--- config.mk ---
export PLATFORM = sky130hd
export DESIGN_NAME = qwa_core
export DESIGN_NICKNAME = d
export VERILOG_FILES = /design/src/logic/qwa_pkg.sv /design/src/logic/qwa_core.sv /design/src/logic/qwa_target_decode.sv
export SDC_FILE = /design/constraint.sdc
export NUM_CORES = 1
export LEC_CHECK = 0
export ABC_CLOCK_PERIOD_IN_PS = 7800
export BUFFER_PORTS_ARGS = -buffer_cell sky130_fd_sc_hd__buf_2
export CORE_ASPECT_RATIO = 1.4
export CORE_MARGIN = 2
export CORE_UTILIZATION = 55
export DETAILED_ROUTE_END_ITERATION = 12
export PLACE_DENSITY_LB_ADDON = 0.12
export SETUP_SLACK_MARGIN = 0.02
export SYNTH_ARGS = -nofsm -noshare
export SYNTH_HDL_FRONTEND = slang
export SYNTH_HIERARCHICAL = 1
export SYNTH_SLANG_ARGS = --single-unit
--- constraint.sdc ---
create_clock -name clk -period 7.8 [get_ports clk]
set_input_delay 0.78 -clock clk [delete_from_list [all_inputs] [get_ports clk]]
set_output_delay 0.78 -clock clk [all_outputs]
set_load 0.1 [all_outputs]
--- src/logic/qwa_pkg.sv ---
// Purpose: Shared constants for the quad wiper address and control block.
// Assumes: 16-bit command words; opcode in [15:12], address in [11:8], data in [7:0].
// Notes: Settings reset values follow the documented defaults.
package qwa_pkg;
   // ----------------------------------------
   // Command word fields
   // ----------------------------------------
   localparam int OPC_MSB = 15;
   localparam int OPC_LSB = 12;
   localparam int ADR_MSB = 11;
   localparam int ADR_LSB = 8;
   localparam int DAT_MSB = 7;
   localparam int BROADCAST_SELECT_BIT = 3;
   localparam int A_SIDE_SELECT_BIT = 2;
   localparam int SCALE_TOP_BIT = 7;
   // ----------------------------------------
   // Opcodes
   // ----------------------------------------
   localparam logic [3:0] OP_WR_WIPER = 4'h1;
   localparam logic [3:0] OP_WR_INPUT = 4'h2;
   localparam logic [3:0] OP_STEP_LIN = 4'h4;
   localparam logic [3:0] OP_STEP_DB = 4'h5;
   localparam logic [3:0] OP_COPY_IN = 4'h6;
   localparam logic [3:0] OP_NV_XFER = 4'h7;
   localparam logic [3:0] OP_WR_NVM = 4'h8;
   localparam logic [3:0] OP_SCALE = 4'h9;
   localparam logic [3:0] OP_SETTINGS = 4'hD;
   // ----------------------------------------
   // Operating settings register
   // ----------------------------------------
   localparam int WIPER_WRITE_PERMIT_BIT = 0;
   localparam int NVM_PROGRAM_PERMIT_BIT = 1;
   localparam int GAIN_MODE_SELECT_BIT = 2;
   localparam int BURST_ENABLE_BIT = 3;
   localparam logic [3:0] SETTINGS_RESET = 4'h3;
   // ----------------------------------------
   // Wiper geometry
   // ----------------------------------------
   localparam int CHANNELS = 4;
   localparam int TARGETS = 8;
   localparam int CODE_W = 8;
   localparam logic [7:0] MASK_128 = 8'h7F;
   localparam logic [7:0] MASK_256 = 8'hFF;
endpackage

--- src/logic/qwa_core.sv ---
// Purpose: Command interpreter for a four-channel nonvolatile wiper device.
// Assumes: A serial front end delivers whole 16-bit commands with a one-cycle strobe.
// Notes: Stored memory is a small register array; write time is not modelled.
//
// What this block does
// - Address MSB set broadcasts to all channels, but hits no channel for stored memory commands
// - Low address bits pick one channel
// - A-side registers only in gain mode
// - Cleared bit 0 blocks wiper writes; a stored restore still moves them
// - Cleared bit 1 blocks nonvolatile programming
// - Bit 2 selects potentiometer or gain mode
// - Bit 3 burst enable is only stored, for the front end
// - Wiper code 7 or 8 bits wide
// - Pot mode: A side is complement code
// - Gain mode: A side from own register
// - Top and bottom scale extra states
// - Opcode 1101 loads the settings bits
// - Opcode 0001 writes wiper if permitted
// - Opcode 1000 writes stored memory if permitted
`timescale 1ns/1ps
module qwa_core #(
   parameter bit POS_256 = 1'b1
) (
   input wire logic clk,
   input wire logic arst_n,
   input wire logic cmd_valid,
   input wire logic [15:0] cmd_word,
   output logic [3:0] operating_settings,
   output logic [31:0] wiper_to_b_code,
   output logic [31:0] a_to_wiper_code,
   output logic [3:0] top_scale,
   output logic [3:0] bottom_scale,
   output logic [31:0] stored_code,
   output logic cmd_refused
);
   // ----------------------------------------
   // Reset synchroniser
   // ----------------------------------------
   logic rst_meta_n;
   logic rst_n;

   // Release is delayed two edges so every register leaves reset together.
   always_ff @(posedge clk or negedge arst_n) begin
      if (!arst_n) begin
         rst_meta_n <= 1'b0;
         rst_n <= 1'b0;
      end else begin
         rst_meta_n <= 1'b1;
         rst_n <= rst_meta_n;
      end
   end

   // ----------------------------------------
   // Command fields
   // ----------------------------------------
   logic [3:0] opc;
   logic [3:0] addr;
   logic [7:0] data;
   logic [7:0] code_mask;
   logic [7:0] targets;
   logic nvm_op;
   logic wiper_permit;
   logic nvm_permit;
   logic gain_mode;

   assign opc = cmd_word[qwa_pkg::OPC_MSB:qwa_pkg::OPC_LSB];
   assign addr = cmd_word[qwa_pkg::ADR_MSB:qwa_pkg::ADR_LSB];
   assign data = cmd_word[qwa_pkg::DAT_MSB:0];
   assign code_mask = POS_256 ? qwa_pkg::MASK_256 : qwa_pkg::MASK_128;
   assign nvm_op = (opc == qwa_pkg::OP_NV_XFER) || (opc == qwa_pkg::OP_WR_NVM);
   assign wiper_permit = operating_settings[qwa_pkg::WIPER_WRITE_PERMIT_BIT];
   assign nvm_permit = operating_settings[qwa_pkg::NVM_PROGRAM_PERMIT_BIT];
   assign gain_mode = operating_settings[qwa_pkg::GAIN_MODE_SELECT_BIT];

   qwa_target_decode u_decode (
      .addr(addr),
      .gain_mode(gain_mode),
      .nvm_op(nvm_op),
      .targets(targets)
   );

   // ----------------------------------------
   // Operating settings
   // ----------------------------------------
   // Burst bit is only stored here; the I2C front end reads it and keeps burst across stops.
   always_ff @(posedge clk or negedge rst_n) begin
      if (!rst_n) begin
         operating_settings <= qwa_pkg::SETTINGS_RESET;
      end else if (cmd_valid && opc == qwa_pkg::OP_SETTINGS) begin
         operating_settings <= cmd_word[3:0];
      end
   end

   // ----------------------------------------
   // Registers per target
   // ----------------------------------------
   logic [7:0] wiper [qwa_pkg::TARGETS];
   logic [7:0] input_reg [qwa_pkg::TARGETS];
   logic [7:0] stored [qwa_pkg::CHANNELS];
   logic [qwa_pkg::TARGETS-1:0] top_flag;
   logic [qwa_pkg::TARGETS-1:0] bot_flag;

   genvar g;
   generate
      for (g = 0; g < qwa_pkg::TARGETS; g++) begin : g_tgt
         // Wiper update; while protected only a stored restore may move it.
         always_ff @(posedge clk or negedge rst_n) begin
            if (!rst_n) begin
               wiper[g] <= 8'h00;
            end else if (cmd_valid && targets[g]) begin
               if (opc == qwa_pkg::OP_NV_XFER && !cmd_word[0] && g < qwa_pkg::CHANNELS) begin
                  wiper[g] <= stored[g % qwa_pkg::CHANNELS];
               end else if (wiper_permit) begin
                  unique case (opc)
                     qwa_pkg::OP_WR_WIPER: wiper[g] <= data & code_mask;
                     qwa_pkg::OP_COPY_IN: wiper[g] <= input_reg[g];
                     qwa_pkg::OP_STEP_LIN: begin
                        if (cmd_word[0] && wiper[g] != code_mask) begin
                           wiper[g] <= wiper[g] + 8'h01;
                        end else if (!cmd_word[0] && wiper[g] != 8'h00) begin
                           wiper[g] <= wiper[g] - 8'h01;
                        end
                     end
                     qwa_pkg::OP_STEP_DB: begin
                        if (cmd_word[0]) begin
                           wiper[g] <= (wiper[g] == 8'h00) ? 8'h01 :
                              (wiper[g] > (code_mask >> 1)) ? code_mask : ((wiper[g] << 1) & code_mask);
                        end else begin
                           wiper[g] <= wiper[g] >> 1;
                        end
                     end
                     default: wiper[g] <= wiper[g];
                  endcase
               end
            end
         end

         // Input register stages a value for a later copy.
         always_ff @(posedge clk or negedge rst_n) begin
            if (!rst_n) begin
               input_reg[g] <= 8'h00;
            end else if (cmd_valid && targets[g] && opc == qwa_pkg::OP_WR_INPUT) begin
               input_reg[g] <= data & code_mask;
            end
         end

         // Scale states sit beside the normal codes; the codes are left unchanged.
         always_ff @(posedge clk or negedge rst_n) begin
            if (!rst_n) begin
               top_flag[g] <= 1'b0;
               bot_flag[g] <= 1'b0;
            end else if (cmd_valid && targets[g] && opc == qwa_pkg::OP_SCALE && wiper_permit) begin
               if (cmd_word[qwa_pkg::SCALE_TOP_BIT]) begin
                  top_flag[g] <= !cmd_word[0];
                  bot_flag[g] <= 1'b0;
               end else begin
                  bot_flag[g] <= cmd_word[0];
                  top_flag[g] <= 1'b0;
               end
            end
         end
      end

      for (g = 0; g < qwa_pkg::CHANNELS; g++) begin : g_nvm
         // Stored memory writes need the programming permit.
         always_ff @(posedge clk or negedge rst_n) begin
            if (!rst_n) begin
               stored[g] <= 8'h00;
            end else if (cmd_valid && targets[g] && nvm_permit) begin
               if (opc == qwa_pkg::OP_WR_NVM) begin
                  stored[g] <= data & code_mask;
               end else if (opc == qwa_pkg::OP_NV_XFER && cmd_word[0]) begin
                  stored[g] <= wiper[g];
               end
            end
         end

         // Outputs are registered; A side is complement in pot mode.
         always_ff @(posedge clk or negedge rst_n) begin
            if (!rst_n) begin
               wiper_to_b_code[g*8 +: 8] <= 8'h00;
               a_to_wiper_code[g*8 +: 8] <= 8'h00;
               stored_code[g*8 +: 8] <= 8'h00;
               top_scale[g] <= 1'b0;
               bottom_scale[g] <= 1'b0;
            end else begin
               wiper_to_b_code[g*8 +: 8] <= wiper[g];
               a_to_wiper_code[g*8 +: 8] <= gain_mode ? wiper[g + qwa_pkg::CHANNELS]
                                          : (code_mask - wiper[g]);
               stored_code[g*8 +: 8] <= stored[g];
               top_scale[g] <= top_flag[g];
               bottom_scale[g] <= bot_flag[g];
            end
         end
      end
   endgenerate

   // ----------------------------------------
   // Refusal report
   // ----------------------------------------
   // One-cycle pulse when a command other than a settings load hits no target or is blocked by a permit bit.
   always_ff @(posedge clk or negedge rst_n) begin
      if (!rst_n) begin
         cmd_refused <= 1'b0;
      end else begin
         cmd_refused <= cmd_valid && opc != qwa_pkg::OP_SETTINGS &&
            (targets == 8'h00 ||
             ((opc == qwa_pkg::OP_WR_NVM || (opc == qwa_pkg::OP_NV_XFER && cmd_word[0])) && !nvm_permit) ||
             ((opc == qwa_pkg::OP_WR_WIPER || opc == qwa_pkg::OP_COPY_IN || opc == qwa_pkg::OP_STEP_LIN ||
               opc == qwa_pkg::OP_STEP_DB || opc == qwa_pkg::OP_SCALE) && !wiper_permit));
      end
   end
endmodule

--- src/logic/qwa_target_decode.sv ---
// Purpose: Turns a 4-bit channel address into a target mask, one-hot or broadcast.
// Assumes: Targets 0..3 are B-side wipers, 4..7 are A-side registers.
// Notes: Pure combinational; the caller registers all effects.
`timescale 1ns/1ps
module qwa_target_decode (
   input wire logic [3:0] addr,
   input wire logic gain_mode,
   input wire logic nvm_op,
   output logic [7:0] targets
);
   // ----------------------------------------
   // Decode
   // ----------------------------------------
   // Broadcast, single channel, or A-side only in gain mode.
   always_comb begin
      targets = 8'h00;
      if (addr[qwa_pkg::BROADCAST_SELECT_BIT]) begin
         if (!nvm_op) begin
            targets = gain_mode ? 8'hFF : 8'h0F;
         end
      end else if (!addr[qwa_pkg::A_SIDE_SELECT_BIT]) begin
         targets[addr[1:0]] = 1'b1;
      end else if (gain_mode && !nvm_op) begin
         targets[{1'b1, addr[1:0]}] = 1'b1;
      end
   end
endmodule

======== Yosys cells after proc, flatten, opt, wreduce, memory -nomap -nowiden ========
Cells that the tools add are included.
word-level totals
  logic and storage cells ................. 288
  bits in registers ....................... 279
  output and inout bits ................... 109
cells by class
  mux-type cells .......................... 79
  reductions and logical operators ........ 99
  order comparisons ....................... 12
  add/sub/neg operators ................... 20
  equality and inequality tests ........... 26
operators with widths
  cell                                                            number
  two-way mux 8 bit                                               65
  one-hot mux 8 bit (4 select lines)                              8
  logical NOT 8 bit                                               9
  adder 8 x 1 -> 8 bit (second input constant)                    8
  greater-than comparator 8 x 7 -> 1 bit (second input constant)  8
  inequality test 8 bit (second input constant)                   8
  nonzero test 8 bit                                              8
  subtractor 8 x 1 -> 8 bit (second input constant)               8
  logical AND 1 bit                                               54
  AND reduction 4 bit                                             8
  subtractor 8 bit (first input constant)                         4
  inequality test 4 bit (second input constant)                   5
  equality test 4 x 3 -> 1 bit (second input constant)            4
  equality test 4 bit (second input constant)                     3
  inequality test 3 bit (second input constant)                   4
  logical OR 1 bit                                                8
  AND reduction 2 bit                                             4
  nonzero test 5 bit                                              1
  demux 1 bit (select 2 bit)                                      2
  equality test 4 x 1 -> 1 bit (second input constant)            1
  equality test 4 x 2 -> 1 bit (second input constant)            1
  logical NOT 1 bit                                               4
  less-than comparator 2 x 4 -> 1 bit (second input constant)     1
  less-than comparator 3 x 4 -> 1 bit (second input constant)     1
  5 further kinds                                                 9

======== Logic depth before layout (Yosys ltp) ========
  depth in word-level cells ............... 11
  depth in mapped cells ................... 14
  depth with buffers taken out ............ 11

======== By module ========
Netlist, hierarchy kept.
modules (own cells, without submodules)
  module             sequential area each (µm²)  area an instance (µm²)  instances  cells an instance
  qwa_core           6984.2                      14742.9                 1          1482
  qwa_target_decode  0.0                         112.6                   1          18

======== Least setup slack after synthesis ========
No wires, ideal clock.
  path type ............................... input -> register
  start ................................... input cmd_word[0]
  end ..................................... register wiper[7] (netlist name)
  stages on the path ...................... 13
  arrival ................................. 3.331 ns
  buffers on the path ..................... 5
  setup time .............................. 0.119 ns
  data required time ...................... 7.681 ns
  path slack .............................. 4.350 ns
  path through ............................ buf_2 > buf_2 > buf_2 > buf_2 > clkbuf_1 > nand2_1 > ha_1 > a211oi_1 > a21oi_1 > o41ai_1 > xnor2_1 > o221ai_1 > o21a_1
between the ends
  word-level cells in the longest chain between the ends .. 4
  elaborated cells between the ends (all ways) .. 8
  those cells by class .................... 1 x eq/ne; 3 x mux; 4 x reduce/logical
ends and longest elaborated chain
  item                             line             source
  from (decl)                      qwa_core.sv:27   input wire logic [15:0] cmd_word,
  logical NOT 1 bit                --
  logical AND 1 bit                qwa_core.sv:120  end else if (!cmd_word[0] && wiper[g] != 8'h00) begin
  inequality test 3 bit (no line)  --
  AND reduction 4 bit (no line)    --
  to (signal, indexed assignment)  qwa_core.sv:119  wiper[g] <= wiper[g] + 8'h01;
  to (signal, indexed assignment)  qwa_core.sv:121  wiper[g] <= wiper[g] - 8'h01;
  to (signal, indexed assignment)  qwa_core.sv:126  wiper[g] <= (wiper[g] == 8'h00) ? 8'h01 :
  to (decl)                        qwa_core.sv:97   logic [7:0] wiper [qwa_pkg::TARGETS];
Several ways; a longest one is shown, not always the timed one.
A chain may end at the register's enable or synchronous reset.

======== Worst setup path in the final report ========
  start ................................... input cmd_word[0]
  end ..................................... register wiper[62] (netlist name)
between the ends
  word-level cells in the longest chain between the ends .. 5
  elaborated cells between the ends (all ways) .. 13
  those cells by class .................... 1 x eq/ne; 5 x mux; 7 x reduce/logical
ends and longest elaborated chain
  item                                line             source
  logical AND 1 bit                   qwa_core.sv:118  if (cmd_word[0] && wiper[g] != code_mask) begin
  two-way mux 8 bit                   qwa_core.sv:118
  one-hot mux 8 bit (4 select lines)  qwa_core.sv:114  unique case (opc)
  two-way mux 8 bit                   qwa_core.sv:113  end else if (wiper_permit) begin
  two-way mux 8 bit                   qwa_core.sv:111  if (opc == qwa_pkg::OP_NV_XFER && !cmd_word[0] && g < qwa_pkg::CHANNELS) begin
  to (signal, indexed assignment)     qwa_core.sv:112  wiper[g] <= stored[g % qwa_pkg::CHANNELS];
  to (signal, indexed assignment)     qwa_core.sv:115  qwa_pkg::OP_WR_WIPER: wiper[g] <= data & code_mask;
  to (signal, indexed assignment)     qwa_core.sv:119
Several ways; a longest one is shown, not always the timed one. The select of a mux whose other input is x is not followed.

==> flow_summary.ini <==
[critical_path]
cp-end-kind = register
path_class = in2reg
crit_start = cmd_word[0]
critPathLaunchType = primary input
cp.required_ns = 8.25
critical_path_arrival_ns = 3.96
r2r_start = wiper[26]
cp_max_fo = 64

[cts]
cts_buffer_depth = 3
clk_pin_slew_ns = 0.07
cts.sinks = 279
cts-resized-gates = 0
worstSkewPairLatency_ns = 0.54
clockRootBuffer = clkbuf_16
cts_tree = built
h-tree-depth = 1
cts_buffers = 26

[placed_design]
hpwl_um = 30300
io_buffers = 127
pre_cts_ws_ns = 3.83
dp.cells = 1928
gp_congestion = 0.911

[sta]
hold_violations = 0
fmax_mhz = 285
period_share = 0.451
fin_worst_skew_ns = 0.00932
fin_ws_ns = 4.29
setup_violations = 0
slew_headroom = 0.144
period_minus_slack_ns = 3.51
tns_ns = 0
rsz0062_at_grt = false
slew_viol_final = 0
tightest_slew_ns = 1.27

[floorplan]
core_area_um2 = 26700
ios = 128
start_util = 0.556
rows = 71
die_h_um = 198
die_x_um = 143
dieArea_um2 = 28400

[routing]
ant_nets = 0
drc = 0
drt_iter0_drc = 1221
vias_per_cell = 6.25
vias = 12400
detail_route.wl_per_cell_um = 21.9
first_pass_iters = 7
routed_wl_um = 43400

[global_routing]
grt_pass1_wl_um = 67100
grt_start_max_net_pins = 85
grt_overflow = 0
antenna_found_initial = 0
grt_usage = 0.309
first_global_vias = 11700

[power_and_ir_drop]
ir_drop_mv = 0.312
power_density_nw_per_um2 = 358
leakagePower_uw = 0.00770
finalPower_uw = 5970

[synth]
synth_top_family_by_area = compound AO/OA/AOI/OAI gates
syn_inst = 1500
yosys.area.top_type_share = 0.467
synthMuxAreaShare = 0.0762
netlist_area_um2 = 14900
synth_edf_count = 0
synth_top_area_cell = dfrtp_1
synthSimpleGateAreaFrac = 0.141
ys_types = 79
yosys_warnings = 6
synth_nets = 1578
async_reset_ff_frac = 1.00
synth_area_leaders = dfrtp_1 (47%), mux2_2 (5.5%), ha_1 (4.3%), o21ai_0 (4.2%), nand2_1 (3.9%)
synth_xor_area_frac = 0.0165
synth_compound_area_frac = 0.202
ys_seq_area_frac = 0.470
ys_ff_latch = 279
synth_flop_cell = dfrtp_1
syn_area_per_cell_um2 = 9.90
synth_fa_ha_area_frac = 0.0537

[hold_path]
hp-class = reg2async

[cells_and_area]
antenna_cells = 0
nets = 1670
drive_gt1_frac = 0.181
postLayoutCoreUtil = 0.623
syn2layout_area_growth_pct = 12.1
fin_cells = 1977

[status]
outcome = completed

[run]
maxCapViolCount = 0
[cells in the mapped netlist, drive strengths merged (4+ instances only)]
cell	number
a211oi	18
a21o	11
a21oi	113
a221o	13
a221oi	14
a222oi	6
a22oi	8
a311oi	5
a31oi	18
a41oi	4
and2	10
and3	8
and4	7
buf	41
clkbuf	38
dfrtp	277
fa	8
ha	51
inv	65
mux2	73
mux2i	31
nand2	154
nand2b	21
nand3	28
nand3b	7
nand4	10
nor2	115
nor2b	17
nor3	13
nor4	12
o2111ai	15
o211ai	11
o21a	13
o21ai	136
o21bai	4
o221ai	17
o22ai	13
o31ai	20
o41ai	6
or3	11
xnor2	16
xor2	12
[cells in the final DEF (no fill, tap or decap), types with 27 or more instances in the layout]
cell / netlist / final
buf_2: 31 / 126
dfrtp_1: 277 / 275
nor2_1: 106 / 106
mux2_2: 73 / 73
a21oi_1: 112 / 112
o21ai_0: 125 / 125
ha_1: 51 / 51
clkbuf_16: 0 / 27
inv_1: 64 / 64
nand2_1: 154 / 154
mux2i_1: 31 / 31
nand3_1: 28 / 28
[worst max-delay path, cell delays in order]
cell	delay [ns]
buf_4	0.52
inv_2	0.21
buf_4	0.28
a21oi_1	0.36
inv_1	0.22
ha_1	0.39
nor2b_1	0.16
o21a_1	0.18
o21ai_0	0.29
mux2i_1	0.22
a221oi_1	0.09
o31ai_1	0.23
[path summary, 6_finish.rpt]
path / end / slack, ns / cells past startpoint
worst max-delay path: wiper[62] / 4.29 / 12
worst min-delay path: a_to_wiper_code[3] / 0.29 / 0
worst max register to register: wiper[31] / 4.48 / 9
worst min register to register: a_to_wiper_code[3] / 0.29 / 0
max in group asynchronous: top_scale[1] / 5.48 / 2
min in group clk: rst_n / 0.35 / 0
[metrics by stage]
stage               hold slack [ns]  area, um2
floorplan                     0.331      14900
global placement              0.299      15700
detailed placement            0.306      15700
CTS                           0.312      16700
global route                  0.343      16700
finish                        0.292      16700
[kinds of logic (layout without fill, tap and decap cells)]
| kind of cell | count (synthesis) | in the layout |
|---|---|---|
| compound gates | 459 | 459 |
| xor+xnor | 28 | 28 |
| fa+ha+maj | 59 | 59 |
| buf+inv | 144 | 256 |
| flops | 279 | 279 |
| mux | 104 | 104 |
| other cells | 1 | 1 |
| simple gates | 426 | 426 |
[timing repair]
item / 4_1_cts / 5_1_grt
hold buffers: 1 / 0
hold endpoints to repair: 2 / 0
setup endpoints to repair: 0 / 0
buffers inserted: 0 / 0
[per-layer routing]
metal | share of wire | global-route usage | vias up | routed length, um
met2 | 0.48 | 0.497 | 587 | 20700
li1 | - | - | 5654 | -
met4 | 0.052 | 0.147 | 0 | 2260
met5 | 0 | 0 | - | 0
met1 | 0.40 | 0.412 | 5955 | 17400
met3 | 0.070 | 0.0436 | 155 | 3030
[report_power, final]
part / total [uW] / internal (uW) / switching [uW]
logic: 2460 / 613 / 1840
registers: 2150 / 1760 / 389
clock network: 1360 / 802 / 558
total: 5970 / 3180 / 2790
[area by class of cell]
cell class	instances	area (um2)
Clock buffer	38	787
Sequential cell	279	6990
Multi-Input combinational cell	1077	7270
Fill cell	2196	10100
Clock inverter	10	141
Timing Repair Buffer	143	761
Tap cell	365	457
Inverter	65	244
No activity file was read; power rests on OpenSTA's default activity.
